## src/logic/adc_seq_defs.vh

```
/*
  Constants for the conversion sequencer: register offsets, field
  positions, widths, state codes and sequence lengths.
  Assumes it is included by bare name from the design and bench files.
*/
// Summary of operation
// - Converts one of eight inputs, ten bits.
// - Whole conversion takes fifty machine cycles.
// - Low three control bits pick channel, binary.
// - Channel changes only while done and busy low.
// - Upper eight bits high register, lower two control.
// - Busy clears as done sets; interrupt if enabled.
// - Done set by hardware only; zero write clears.
// - Writing busy one starts; zero cannot clear.
// - External enable lets start pin edge start.
// - Starts while done or busy are dropped; a software start whose write also clears done is taken.
// - Result held unchanged while done high.
// - Idle or power-down abandons running conversion.
// - Start begins on next machine cycle.
// - Two init cycles; busy after first.
// - Eight sample cycles, four per bit.
`ifndef ADC_SEQ_DEFS_VH
`define ADC_SEQ_DEFS_VH

`define ADDR_W          8
`define DATA_W          8
`define REG_CTRL        8'hc5
`define REG_RESULT_HI   8'hc6
`define REG_INT_STATUS  8'hc7
`define REG_INT_CLEAR   8'hc8
`define REG_INT_ENABLE  8'hc9

`define CTRL_CHAN_LSB   0
`define CTRL_CHAN_MSB   2
`define CTRL_BUSY       3
`define CTRL_DONE       4
`define CTRL_EXT_EN     5
`define CTRL_RES_LSB    6
`define CTRL_RES_MSB    7

`define CHAN_W          3
`define RES_W           10
`define RES_HI_LSB      2
`define RES_HI_MSB      9
`define RES_LO_MSB      1
`define INT_W           2
`define INT_DONE        0
`define INT_LOST        1

`define INIT_CYCLES     6'h02
`define SAMPLE_CYCLES   6'h08
`define BIT_CYCLES      6'h04
`define CNT_W           6
`define BIT_IDX_W       4
`define TOP_BIT         4'h9

`define ST_IDLE         4'h1
`define ST_INIT         4'h2
`define ST_SAMPLE       4'h4
`define ST_CONV         4'h8
`define ST_W            4

`endif

```

## src/logic/adc_conversion_sequencer.v

```verilog
/*
  Control and sequencing for a ten-bit successive-approximation
  converter with an eight-way analog multiplexer, plus its register
  file and a level interrupt.
  Assumes: one clock sys_clk; machCycle is a one-cycle enable pulse
  from the core marking the end of each machine cycle; all inputs are
  synchronous to sys_clk; the analog comparator output is settled by
  the last strobe of each bit period.
*/
// Implementation choice: strobed register access.
`include "adc_seq_defs.vh"

module adc_conversion_sequencer
(
  input  wire                  sys_clk,
  input  wire                  rst_n,
  input  wire                  machCycle,
  input  wire                  idleMode,
  input  wire                  powerDown,
  input  wire                  extStartPin,
  input  wire                  compareHigh,
  input  wire [`ADDR_W-1:0]    regAddr,
  input  wire [`DATA_W-1:0]    regWrData,
  input  wire                  regWr,
  input  wire                  regRd,
  output reg  [`DATA_W-1:0]    regRdData,
  output reg                   irq,
  output reg  [`CHAN_W-1:0]    muxSel,
  output reg                   sampleHold,
  output reg  [`RES_W-1:0]     dacCode
);

  // Address match, shared by the write and read decoders.
  function hit;
    input [`ADDR_W-1:0] addr;
    input [`ADDR_W-1:0] off;
    begin
      hit = (addr == off);
    end
  endfunction

  reg  [`ST_W-1:0]      state_q;
  reg  [`ST_W-1:0]      state_d;
  reg  [`CNT_W-1:0]     cnt_q;
  reg  [`CNT_W-1:0]     cnt_d;
  reg  [`BIT_IDX_W-1:0] bitIdx_q;
  reg  [`BIT_IDX_W-1:0] bitIdx_d;
  reg  [`RES_W-1:0]     trial_q;
  reg  [`RES_W-1:0]     trial_d;
  reg  [`RES_W-1:0]     result_q;
  reg  [`RES_W-1:0]     result_d;
  reg                   busy_q;
  reg                   busy_d;
  reg                   done_q;
  reg                   done_d;
  reg                   extEn_q;
  reg                   extPrev_q;
  reg                   pending_q;
  reg                   pending_d;
  reg                   pendExt_q;
  reg                   pendExt_d;
  reg  [`CHAN_W-1:0]    chan_q;
  reg  [`INT_W-1:0]     intStat_q;
  reg  [`INT_W-1:0]     intEn_q;
  reg                   finish;
  reg                   lostStart;

  wire wrCtrl  = regWr & hit(regAddr, `REG_CTRL);
  wire wrClear = regWr & hit(regAddr, `REG_INT_CLEAR);
  wire wrEn    = regWr & hit(regAddr, `REG_INT_ENABLE);
  wire abort   = idleMode | powerDown;
  wire blocked = done_q | busy_q | pending_q;

  // Software start: clearing done in the same write is honoured, so
  // the done term uses the written bit rather than the stored one.
  wire swReq    = wrCtrl & regWrData[`CTRL_BUSY];
  wire swStart  = swReq & ~regWrData[`CTRL_DONE]
                  & ~busy_q & ~pending_q;
  // External edge is sampled only at the end of a machine cycle.
  wire extEdge  = machCycle & extStartPin & ~extPrev_q;
  wire extReq   = extEdge & extEn_q;
  wire extStart = extReq & ~blocked & ~swStart;

  // Start pin history, advanced once per machine cycle.
  always @(posedge sys_clk)
  begin
    if (!rst_n)
      extPrev_q <= 1'b0;
    else if (machCycle)
      extPrev_q <= extStartPin;
  end

  // Sequencer: pending start, init, sample, then bit resolution.
  //
  // Timing, counted in machine-cycle strobes after a start is taken:
  //   strobe 0       the pending start is consumed and init begins.
  //   strobes 1..2   two init cycles; busy is forced high at the first.
  //   strobes 3..10  eight sample cycles; sampleHold stands throughout.
  //   strobe 10      the top trial bit is loaded for the first compare.
  //   strobes 11..50 four strobes per bit, bit nine resolved first.
  //   strobe 50      result stored, done set and busy cleared together.
  // The whole conversion therefore spans fifty strobes after the one
  // that begins it, which matches the fixed conversion length.
  //
  // A start is remembered in pending_q until the next strobe, because
  // a register write can land anywhere inside a machine cycle. The
  // pending flag also counts as busy for refusals, so a second start
  // in the same machine cycle is dropped rather than queued.
  //
  // The comparator is only read at the last strobe of each bit
  // period. The trial code on dacCode has been stable for the three
  // strobes before that, which gives the analog side time to settle.
  //
  // Limitation: a zero input voltage still walks all ten trial bits;
  // there is no early exit, so the conversion length never varies.
  always @*
  begin
    state_d   = state_q;
    cnt_d     = cnt_q;
    bitIdx_d  = bitIdx_q;
    trial_d   = trial_q;
    result_d  = result_q;
    busy_d    = busy_q;
    pending_d = pending_q;
    pendExt_d = pendExt_q;
    finish    = 1'b0;
    lostStart = (swReq & ~swStart) | (extReq & ~extStart);
    if (swStart)
    begin
      pending_d = 1'b1;
      pendExt_d = 1'b0;
      busy_d    = 1'b1;
    end
    else if (extStart)
    begin
      pending_d = 1'b1;
      pendExt_d = 1'b1;
    end
    case (state_q)
      `ST_IDLE:
      begin
        // Begin in the machine cycle after the request was taken.
        if (pending_q && machCycle)
        begin
          state_d   = `ST_INIT;
          cnt_d     = {`CNT_W{1'b0}};
          pending_d = 1'b0;
        end
      end
      `ST_INIT:
      begin
        if (machCycle)
        begin
          busy_d = 1'b1;
          if (cnt_q == `INIT_CYCLES - 6'h01)
          begin
            state_d = `ST_SAMPLE;
            cnt_d   = {`CNT_W{1'b0}};
          end
          else
            cnt_d = cnt_q + 6'h01;
        end
      end
      `ST_SAMPLE:
      begin
        if (machCycle)
        begin
          if (cnt_q == `SAMPLE_CYCLES - 6'h01)
          begin
            state_d  = `ST_CONV;
            cnt_d    = {`CNT_W{1'b0}};
            bitIdx_d = `TOP_BIT;
            trial_d  = {`RES_W{1'b0}};
            trial_d[`TOP_BIT] = 1'b1;
          end
          else
            cnt_d = cnt_q + 6'h01;
        end
      end
      `ST_CONV:
      begin
        if (machCycle)
        begin
          if (cnt_q == `BIT_CYCLES - 6'h01)
          begin
            cnt_d = {`CNT_W{1'b0}};
            // Keep the trial bit only if the input is above the DAC.
            trial_d[bitIdx_q] = compareHigh;
            if (bitIdx_q == {`BIT_IDX_W{1'b0}})
            begin
              state_d  = `ST_IDLE;
              busy_d   = 1'b0;
              finish   = 1'b1;
              result_d = trial_d;
            end
            else
            begin
              bitIdx_d = bitIdx_q - 4'h1;
              trial_d[bitIdx_q - 4'h1] = 1'b1;
            end
          end
          else
            cnt_d = cnt_q + 6'h01;
        end
      end
      default:
      begin
        state_d = `ST_IDLE;
        busy_d  = 1'b0;
      end
    endcase
    // Power reduction drops the conversion; a held result survives
    // because result_q is only written on completion.
    if (abort)
    begin
      state_d   = `ST_IDLE;
      busy_d    = 1'b0;
      pending_d = 1'b0;
      finish    = 1'b0;
      result_d  = result_q;
    end
  end

  // The done flag: set by completion only, cleared by a zero write.
  // A write of one to this bit has no effect, so software cannot fake
  // a completion and trigger the interrupt on its own.
  // Set wins if completion lands in the clearing write's cycle.
  always @*
  begin
    done_d = done_q;
    if (wrCtrl && !regWrData[`CTRL_DONE])
      done_d = 1'b0;
    if (finish)
      done_d = 1'b1;
  end

  // Sequencer and flag registers.
  // Reset returns the machine to idle with both flags low; the stored
  // result is cleared too so that a read before any conversion is
  // deterministic.
  always @(posedge sys_clk)
  begin
    if (!rst_n)
    begin
      state_q   <= `ST_IDLE;
      cnt_q     <= {`CNT_W{1'b0}};
      bitIdx_q  <= {`BIT_IDX_W{1'b0}};
      trial_q   <= {`RES_W{1'b0}};
      result_q  <= {`RES_W{1'b0}};
      busy_q    <= 1'b0;
      done_q    <= 1'b0;
      pending_q <= 1'b0;
      pendExt_q <= 1'b0;
    end
    else
    begin
      state_q   <= state_d;
      cnt_q     <= cnt_d;
      bitIdx_q  <= bitIdx_d;
      trial_q   <= trial_d;
      result_q  <= result_d;
      busy_q    <= busy_d;
      done_q    <= done_d;
      pending_q <= pending_d;
      pendExt_q <= pendExt_d;
    end
  end

  // Control bits that software owns. Channel is frozen while a result is
  // held, a start is pending or busy is set, so it can still move in the first init cycle of an external start.
  always @(posedge sys_clk)
  begin
    if (!rst_n)
    begin
      chan_q  <= {`CHAN_W{1'b0}};
      extEn_q <= 1'b0;
      intEn_q <= {`INT_W{1'b0}};
    end
    else
    begin
      if (wrCtrl)
        extEn_q <= regWrData[`CTRL_EXT_EN];
      if (wrCtrl && !done_q && !busy_q && !pending_q)
        chan_q <= regWrData[`CTRL_CHAN_MSB:`CTRL_CHAN_LSB];
      if (wrEn)
        intEn_q <= regWrData[`INT_W-1:0];
    end
  end

  // Sticky interrupt status; an event in the clearing cycle stays set.
  // Bit zero records a completed conversion and bit one a start that
  // was discarded because the converter was busy or pending, done was held
  // or written as one, or a software start took the same cycle.
  // Letting the set win means an event can never be lost to a clear
  // that software issued for an earlier one.
  wire [`INT_W-1:0] intEvent = {lostStart, finish};
  genvar g;
  generate
    for (g = 0; g < `INT_W; g = g + 1)
    begin : gSticky
      always @(posedge sys_clk)
      begin
        if (!rst_n)
          intStat_q[g] <= 1'b0;
        else if (intEvent[g])
          intStat_q[g] <= 1'b1;
        else if (wrClear && regWrData[g])
          intStat_q[g] <= 1'b0;
      end
    end
  endgenerate

  // Next status image, so irq follows the sticky bits without lag.
  // Without this look-ahead the registered irq would trail the status
  // register by a cycle and could still read high after a clear.
  reg [`INT_W-1:0] intStat_d;
  always @*
  begin
    intStat_d = intStat_q;
    if (wrClear)
      intStat_d = intStat_d & ~regWrData[`INT_W-1:0];
    intStat_d = intStat_d | intEvent;
  end

  // Control register image, shared by reads.
  // The two low result bits sit at the top, above the external enable,
  // done, busy and the three channel bits.
  wire [`DATA_W-1:0] ctrlImage =
    {result_q[`RES_LO_MSB:0], extEn_q, done_q, busy_q, chan_q};

  // Read port: data stand in the cycle after the strobe only.
  // Unmapped and write-only addresses read as zero.
  always @(posedge sys_clk)
  begin
    if (!rst_n)
      regRdData <= {`DATA_W{1'b0}};
    else if (regRd)
    begin
      if (hit(regAddr, `REG_CTRL))
        regRdData <= ctrlImage;
      else if (hit(regAddr, `REG_RESULT_HI))
        regRdData <= result_q[`RES_HI_MSB:`RES_HI_LSB];
      else if (hit(regAddr, `REG_INT_STATUS))
        regRdData <= {{(`DATA_W-`INT_W){1'b0}}, intStat_q};
      else if (hit(regAddr, `REG_INT_ENABLE))
        regRdData <= {{(`DATA_W-`INT_W){1'b0}}, intEn_q};
      else
        regRdData <= {`DATA_W{1'b0}};
    end
    else
      regRdData <= {`DATA_W{1'b0}};
  end

  // Analog-side outputs and the interrupt line, all registered.
  // Taken from the next-state values they add no delay against the sequencer
  // state (muxSel trails chan_q by one), and keep glitches off the analog switches and the core.
  always @(posedge sys_clk)
  begin
    if (!rst_n)
    begin
      irq        <= 1'b0;
      muxSel     <= {`CHAN_W{1'b0}};
      sampleHold <= 1'b0;
      dacCode    <= {`RES_W{1'b0}};
    end
    else
    begin
      irq        <= |(intStat_d & intEn_q);
      muxSel     <= chan_q;
      sampleHold <= (state_d == `ST_SAMPLE);
      dacCode    <= trial_d;
    end
  end

endmodule // adc_conversion_sequencer

```

## config.mk

```make
export PLATFORM = sky130hd
export DESIGN_NAME = adc_conversion_sequencer
export DESIGN_NICKNAME = d
export VERILOG_FILES = /design/src/logic/adc_conversion_sequencer.v
export VERILOG_INCLUDE_DIRS = /design/src /design/src/logic
export SDC_FILE = /design/constraint.sdc
export NUM_CORES = 1
export LEC_CHECK = 0
export ABC_AREA = 1
export BUFFER_PORTS_ARGS = -buffer_cell sky130_fd_sc_hd__clkbuf_2
export CORE_ASPECT_RATIO = 1.75
export CORE_MARGIN = 5
export CORE_UTILIZATION = 45
export CTS_CLUSTER_DIAMETER = 150
export DETAILED_ROUTE_END_ITERATION = 7
export GPL_TIMING_DRIVEN = 0
export PLACE_DENSITY = 0.64
export SLEW_MARGIN = 20
export SYNTH_ARGS = -nofsm -noshare
export SYNTH_HDL_FRONTEND = slang
export SYNTH_SLANG_ARGS = --single-unit
```

## constraint.sdc

```tcl
create_clock -name sys_clk -period 2.1 [get_ports sys_clk]
set_input_delay 0.21 -clock sys_clk [delete_from_list [all_inputs] [get_ports sys_clk]]
set_output_delay 0.21 -clock sys_clk [all_outputs]
set_load 0.1 [all_outputs]
```

Yosys cells after proc, flatten, opt, wreduce, memory -nomap -nowiden
Index checks and enable logic that the tools add are counted.

Output and inout port bits: 23. Latch bits: 0. Input port bits: 25. Word-level logic and storage cells: 164. Bits in writable memories: 0. Bits in read-only memories: 0. Bits in registers: 59. Memories: 0.

Reduce and logical (&&, ||, !) cells: 27. Shift operators: 0. Eq/ne operators: 20. Multipliers: 0. Multiplexer cells: 61. $add $sub $neg: 2. Div/mod/pow operators: 0. Magnitude comparators: 4. Bitwise operators: 32.

Operators by type and width (number): 2-to-1 mux 4 bit (14); 2-to-1 mux 10 bit (5); 2-to-1 mux 6 bit (7); equality test 8 bit, second input constant (5); case mux 6 bit (4 select lines) (1); 2-to-1 mux 1 bit (22); case mux 10 bit (2 select lines) (1); 2-to-1 mux 8 bit (2); case mux 4 bit (4 select lines) (1); AND reduction 5 bit (3); AND 1 bit (14); != test 2 bit, second input constant (7); bitwise mux 10 bit (1); < comparator 4 x 5 -> 1 bit, second input constant (2); bitwise OR 10 bit (1); logical AND 1 bit (9); inverter 1 bit (9); demux 1 bit (select 4 bit) (2); equality test 4 x 3 -> 1 bit, second input constant (2); greater-or-equal comparator 4 x 1 -> 1 bit, second input constant (2); case mux 4 bit (2 select lines) (1); nonzero test 2 bit (4); adder 6 x 1 -> 6 bit, second input constant (1); equality test 6 x 1 -> 1 bit, second input constant (1); other kinds (18) (29).

Depth between registers and ports, before layout
Gate-level depths: netlist of run 1.

Depth after elaboration: 14. Depth in mapped cells: 12. Depth with buffers taken out: 11.

Worst setup path before layout of run 1
OpenSTA, ideal clock, no wires.

Kind: register -> register. Start: register bitIdx_q[0]. End: register result_q[5]. Period minus slack after synthesis: 1.618 ns. Buffers on the path: 1. Arrival time: 1.498 ns. Library setup time: 0.120 ns. Stages on the path, launching flop included: 13. Setup slack: 0.482 ns. Required time: 1.980 ns. Path through: dfxtp_1 inv_1 ha_1 nand2_2 nor2_4 inv_4 nor2_8 nand3_4 inv_6 buf_12 nand2_2 nand2_1 a21oi_1.

Cells in the longest elaborated chain, start to end: 5. Elaborated cells between the ends (all ways): 8. Those cells by class: 2 x order compare; 3 x mux; 3 x reduce/logical.

Ends and longest elaborated chain: start: declaration (line adc_conversion_sequencer.v:46) `` reg [`BIT_IDX_W-1:0] bitIdx_q; ``; start signal: assignment (line adc_conversion_sequencer.v:247) `` bitIdx_q <= {`BIT_IDX_W{1'b0}}; ``; start signal: assignment (line adc_conversion_sequencer.v:259) `bitIdx_q <= bitIdx_d;`; < comparator 4 x 5 -> 1 bit (not written as such) / greater-or-equal comparator 4 x 1 -> 1 bit (equally long branches) (line adc_conversion_sequencer.v:188) `trial_d[bitIdx_q] = compareHigh;`; logical AND 1 bit (not written as such) (line adc_conversion_sequencer.v:188); 2-to-1 mux 1 bit (not written as such) (line adc_conversion_sequencer.v:188); demux 1 bit (select 4 bit) (line adc_conversion_sequencer.v:188); bitwise mux 10 bit (line adc_conversion_sequencer.v:188); end signal: assignment (line adc_conversion_sequencer.v:249) `` result_q <= {`RES_W{1'b0}}; ``; end signal: assignment (line adc_conversion_sequencer.v:261) `result_q <= result_d;`; end: declaration (line adc_conversion_sequencer.v:50) `` reg [`RES_W-1:0] result_q; ``.

Several ways; a longest one is shown, not always the timed one. A chain may end at the register's enable or synchronous reset.

Final worst setup path of run 1
Same ends and word-level chain as after synthesis.

==> results of run 1 <==
-- cell usage after synthesis, drive strengths merged --
| cell | count |
|---|---|
| dfxtp | 59 |
| nor3 | 12 |
| o22ai | 2 |
| nand3 | 32 |
| inv | 47 |
| nor2 | 51 |
| clkinv | 2 |
| nand4 | 15 |
| o21a | 6 |
| o21ai | 19 |
| a41oi | 1 |
| or2 | 1 |
| nand2 | 115 |
| xor2 | 1 |
| ha | 7 |
| a21oi | 52 |
| nand3b | 2 |
| buf | 6 |
| clkbuf | 2 |
-- logic make-up after synthesis --
group | synth area share [%]
buf+inv | 8.754
simple gates | 35.46
fa+ha+maj | 2.850
flops | 38.44
xor+xnor | 0.2851
compound gates | 14.21
-- flip-flops by register name, indices dropped and copies added, names as in the netlist --
register    flops
intEn_q         2
busy_q          1
extPrev_q       1
result_q       10
irq             1
intStat_q       2
pending_q       1
cnt_q           6
extEn_q         1
regRdData       8
muxSel          3
chan_q          3
dacCode        10
done_q          1
bitIdx_q        4
sampleHold      1
state_q         4
-- how the worst max path moves through the flow --
stage                      from           to  slack (ns)  depth (start not counted)
finish              bitIdx_q[0]  result_q[5]        0.22                         12
global route        bitIdx_q[0]  result_q[5]        0.08                         12
CTS                 bitIdx_q[0]  result_q[5]        0.21                         12
detailed placement  bitIdx_q[0]  result_q[5]        0.22                         12
global placement    bitIdx_q[0]  result_q[5]        0.24                         12
floorplan           bitIdx_q[0]  result_q[5]        0.48                         12
-- metal layers --
metal	wire (um)	share of wire [%]	up-vias
li1	-	-	1530
met1	2961	38	1296
met2	4202	54	64
met3	372	4.8	14
met4	213	2.7	0
met5	0	0	-
-- stage by stage --
| stage | hold WS, ns | worst slack [ns] | util [%] | cell area [um^2] |
|---|---|---|---|---|
| finish | 0.1194 | 0.2200 | 54.37 | 3674 |
| global route | 0.1316 | 0.07766 | 54.37 | 3674 |
| CTS | 0.1116 | 0.2062 | 54.37 | 3674 |
| detailed placement | 0.4445 | 0.2205 | 50.22 | 3393 |
| global placement | 0.4332 | 0.2395 | 50.22 | 3393 |
| floorplan | 0.3521 | 0.4819 | - | 3073 |
-- power by group --
part | switching, W | leakage, nW | total [W] | internal (W)
Sequential | 0.000000761 | 0.475 | 0.00112 | 0.00112
Clock | 0.000489 | 0.141 | 0.00137 | 0.000883
Combinational | 0.0000598 | 0.937 | 0.0000913 | 0.0000315
Total | 0.000549 | 1.55 | 0.00259 | 0.00204
-- area by class of cell --
class	count	area share (%)
inverters	49	5.211
clock buffers	13	7.357
clock inverters	2	0.2725
multi-input cells	316	44.18
repair buffers	43	5.858
flip-flops and latches	59	32.15
plain buffers	8	2.112
well taps	84	2.861
-- placed cells by master (no fill, tap or decap), types with 6 or more instances in the layout --
cell / netlist / routed
clkbuf_2: 0 / 43
o21ai_0: 13 / 13
nor3_1: 11 / 11
dfxtp_1: 59 / 59
nand3_1: 29 / 29
inv_1: 40 / 40
a21oi_1: 49 / 49
ha_1: 7 / 7
nand2_2: 8 / 8
o21a_1: 6 / 6
nand4_1: 14 / 14
clkbuf_16: 0 / 9
nor2_1: 42 / 42
nand2_1: 106 / 106
-- worst register-to-register path, stage by stage (launching register included) --
cell	delay, ns
dfxtp_1	0.36
inv_1	0.17
ha_1	0.26
nand2_2	0.10
nor2_4	0.15
inv_4	0.08
nor2_8	0.11
nand3_4	0.15
inv_6	0.12
buf_12	0.13
nand2_2	0.05
nand2_1	0.06
a21oi_1	0.04
==> qor.yml, run 1 <==
finClkSkew_ns: 0.004381
synth_seq_cells: 59
relSlewSlack_pct: 61.19
die_y_um: 119.3
rsz0062_at_grt: "no"
drive_above_1_share_pct: 19.80
first_iter_violations: 123
clk_path_buf_depth: 2
maxCapViolCount: 0
stdcell_count: 574
rr_worst_depth: 12
slew_viol_final: 0
post-route-drc-count: 0
ys_types: 36
core_um2: 6756
setup_viol: 0
power-per-cell-area_nw_per_um2: 704.0
gp_congestion: 0.8971
root_buffer: "clkbuf_16"
multi_input_area_um2: 1623
hold_viol: 0
use_met3_pct: 5.912
worst_setup_path_end_kind: "flop"
gr-max-usage-layer: "met2"
finalWirelength_um: 7749
clkTransAtPathRegs_ns: 0.05
cp_common_cell: "nand2_2"
synthToLayoutAreaGrowth_pct: 19.54
outcome: "finished clean"
min_to: "chan_q[2]"
vias_per_cell: 5.059
reg2reg_slack_ns: 0.22
peakVddDrop_mv: 0.4667
critPathMaxStageDelay_ns: 0.36
fin_crit_sh_pct: 89.52
cts_resized: 0
path_cells: "inv_1 -> ha_1 -> nand2_2 -> nor2_4 -> inv_4 -> nor2_8 -> nand3_4 -> inv_6 -> buf_12 -> nand2_2 -> nand2_1 -> a21oi_1"
die_x_um: 72.47
h-tree-depth: 3
route.vias.total: 2904
tightest_slew_ns: 0.5777
dp_cells: 559
path_max_fanout: 10
start_kind: "flop"
timing.rr.end: "result_q[5]"
cts_setup_buffers: 0
timing.rr.start: "bitIdx_q[0]"
grt_antenna_before_repair: 0
path_buf_inv: 4
cts_tree: "yes"
use_met2_pct: 34.59
cp_slowest_cell: "dfxtp_1"
fill_cells: 681
syn_nets: 464
cts_buffers: 9
netlist_instances: 432
grt_overflow: 0
fp.dieArea_um2: 8646
grt_max_degree: 11
syn_area_um2: 3073
crit_family: "simple AND/OR/NAND/NOR gates"
fin_crit_ns: 1.880
globalRouteTotalUtil_pct: 19.47
avgSynthCellArea_um2: 7.113
first_global_vias: 2823
start_util_pct: 45.48
wire_per_inst_um: 13.50
worstHoldPathType: "in2reg"
yosysTopAreaCell: "dfxtp_1"
drt_first_pass_iters: 4
p_leak_nw: 1.553
cp.arrival_ns: 2.09
final_nets: 518
tns_ns: 0
cts_hold_buf: 0
path_class: "reg2reg"
row_count: 40
cts_sinks: 59
ant_nets: 0
grt_pass1_wl_um: 12880
regArea_um2: 1181
yosysSeqAreaShare_pct: 38.44
synth_top_area_share_pct: 38.44
fmaxAchievable_ghz: 0.5319
required_ns: 2.31
io_pins: 48
antenna_cells: 0
hold_depth: 3
met1_usage_pct: 20.42
synth.area.top_cells: "dfxtp_1 (38%), nand2_1 (13%), a21oi_1 (8.0%)"
dp_hpwl_um: 6067
io_buffers: 43
ys_warn_count: 0
finalPower_w: 0.002586
insertion_delay_ns: 0.32
hp-start: "regWrData[2]"
Note: power is estimated with default switching activity, not from simulation.
==> inputs of run 2 (changes only) <==
--- a/config.mk
+++ b/config.mk
@@ -11,6 +11,7 @@
 export CORE_ASPECT_RATIO = 1.75
 export CORE_MARGIN = 5
 export CORE_UTILIZATION = 45
+export CTS_BUF_LIST = sky130_fd_sc_hd__clkbuf_8
 export CTS_CLUSTER_DIAMETER = 150
 export DETAILED_ROUTE_END_ITERATION = 7
 export GPL_TIMING_DRIVEN = 0
==> run 2 against run 1 <==
Utilization decreased by 1.5 points. Non-clock buffer count unchanged. Sequential power about the same. Largest power group is now registers. Clock power decreased by 30%. Critical path type unchanged. First-iteration DRC count increased by 11%. Largest cell class unchanged. Cell area decreased by 2.8%. Clock skew increased by 0.00053 ns.
==> qor.yml, run 2 (synthesis gave the netlist of run 1 again) <==
first_iter_violations: 137
grt_antenna_before_repair: 0
grt_overflow: 0
globalRouteTotalUtil_pct: 19.38
die_y_um: 119.3
clk_path_buf_depth: 2
insertion_delay_ns: 0.35
cts_sinks: 59
ant_nets: 0
root_buffer: "clkbuf_8"
timing.rr.end: "result_q[5]"
fin_crit_ns: 1.878
final_cell_mix: "nand2_1 (106), dfxtp_1 (59), a21oi_1 (49)"
clkTransAtPathRegs_ns: 0.06
top_regs: "dacCode: 10 flops, result_q: 10 flops, regRdData: 8 flops"
fp.dieArea_um2: 8646
cts_resized: 0
p_leak_nw: 1.511
relSlewSlack_pct: 61.45
worstHoldPathType: "in2reg"
cp.arrival_ns: 2.11
setup_viol: 0
slew_viol_final: 0
maxCapViolCount: 0
grt_max_degree: 11
first_global_vias: 2805
fmaxAchievable_ghz: 0.5324
tns_ns: 0
peakVddDrop_mv: 0.3739
required_ns: 2.34
io_buffers: 43
post-route-drc-count: 0
cts_tree: "yes"
core_um2: 6756
row_count: 40
start_kind: "flop"
final_common_cell: "nand2_1"
finalPower_w: 0.002166
tightest_slew_ns: 0.5738
finClkSkew_ns: 0.004908
start_util_pct: 45.48
cts_buffers: 9
power-per-cell-area_nw_per_um2: 606.5
route.vias.total: 2892
hold_depth: 3
h-tree-depth: 3
finalWirelength_um: 7762
hold_viol: 0
grt_pass1_wl_um: 12820
io_pins: 48
cts_setup_buffers: 0
antenna_cells: 0
rsz0062_at_grt: "no"
dp_hpwl_um: 6067
path_class: "reg2reg"
worst_setup_path_end_kind: "flop"
min_to: "chan_q[2]"
gp_congestion: 0.8971
cts_hold_buf: 0
rr_worst_depth: 12
synthToLayoutAreaGrowth_pct: 16.25
outcome: "finished clean"
final_nets: 518
drt_first_pass_iters: 4
vias_per_cell: 5.038
timing.rr.start: "bitIdx_q[0]"
reg2reg_slack_ns: 0.22
die_x_um: 72.47
drive_above_1_share_pct: 19.80
path_max_fanout: 10
wire_per_inst_um: 13.52
fin_crit_sh_pct: 89.45
hp-start: "regWrData[2]"
run 2: changes by cell type in the layout (fill, tap and decap cells not counted), sizes merged:
cell,change
clkbuf,-1
inv,+1
run 2: per-stage QoR:
stage | cell area, um^2 | std cells | utilization (%) | worst slack [ns] | hold slack [ns]
floorplan | 3073 | 432 | - | 0.4819 | 0.3521
finish | 3572 | 574 | 52.87 | 0.2216 | 0.09652
detailed placement | 3393 | 559 | 50.22 | 0.2205 | 0.4445
global placement | 3393 | 559 | 50.22 | 0.2395 | 0.4332
global route | 3572 | 574 | 52.87 | 0.07406 | 0.1032
CTS | 3572 | 574 | 52.87 | 0.2058 | 0.08257
run 2: per-layer routing:
| layer | track usage [%] | vias to the layer above | share of wire [%] |
|---|---|---|---|
| met1 | 20.25 | 1286 | 38 |
| met5 | 0 | - | 0 |
| met2 | 34.47 | 65 | 54 |
| li1 | - | 1525 | - |
| met4 | 9.122 | 0 | 3.4 |
| met3 | 5.659 | 16 | 4.8 |
run 2: worst max-delay path, stage by stage (launching register included):
cell and delay [ns]:
dfxtp_1 0.36, inv_1 0.17, ha_1 0.25, nand2_2 0.10
nor2_4 0.14, inv_4 0.08, nor2_8 0.11, nand3_4 0.15
inv_6 0.12, buf_12 0.13, nand2_2 0.05, nand2_1 0.06
a21oi_1 0.04
run 2: layout make-up:
type                    count  area, um^2
plain buffers               8       77.57
clock buffers              12       165.2
clock inverters             3       13.76
fillers                   693        3184
inverters                  49       191.4
multi-input cells         316        1623
flip-flops and latches     59        1181
well taps                  84       105.1
repair buffers             43       215.2
run 2: report_power, final:
part	leakage, nW	total [W]	internal, W	switching, W
combinational	0.937	0.0000912	0.0000315	0.0000597
clock	0.0994	0.000954	0.000510	0.000445
sequential	0.475	0.00112	0.00112	0.000000779
run 2: how the worst max path moves through the flow:
stage / from / to / slack [ns] / cells after the start
floorplan: bitIdx_q[0] / result_q[5] / 0.48 / 12
global placement: bitIdx_q[0] / result_q[5] / 0.24 / 12
detailed placement: bitIdx_q[0] / result_q[5] / 0.22 / 12
CTS: bitIdx_q[0] / result_q[5] / 0.21 / 12
global route: bitIdx_q[0] / result_q[5] / 0.07 / 12
finish: bitIdx_q[0] / result_q[5] / 0.22 / 12
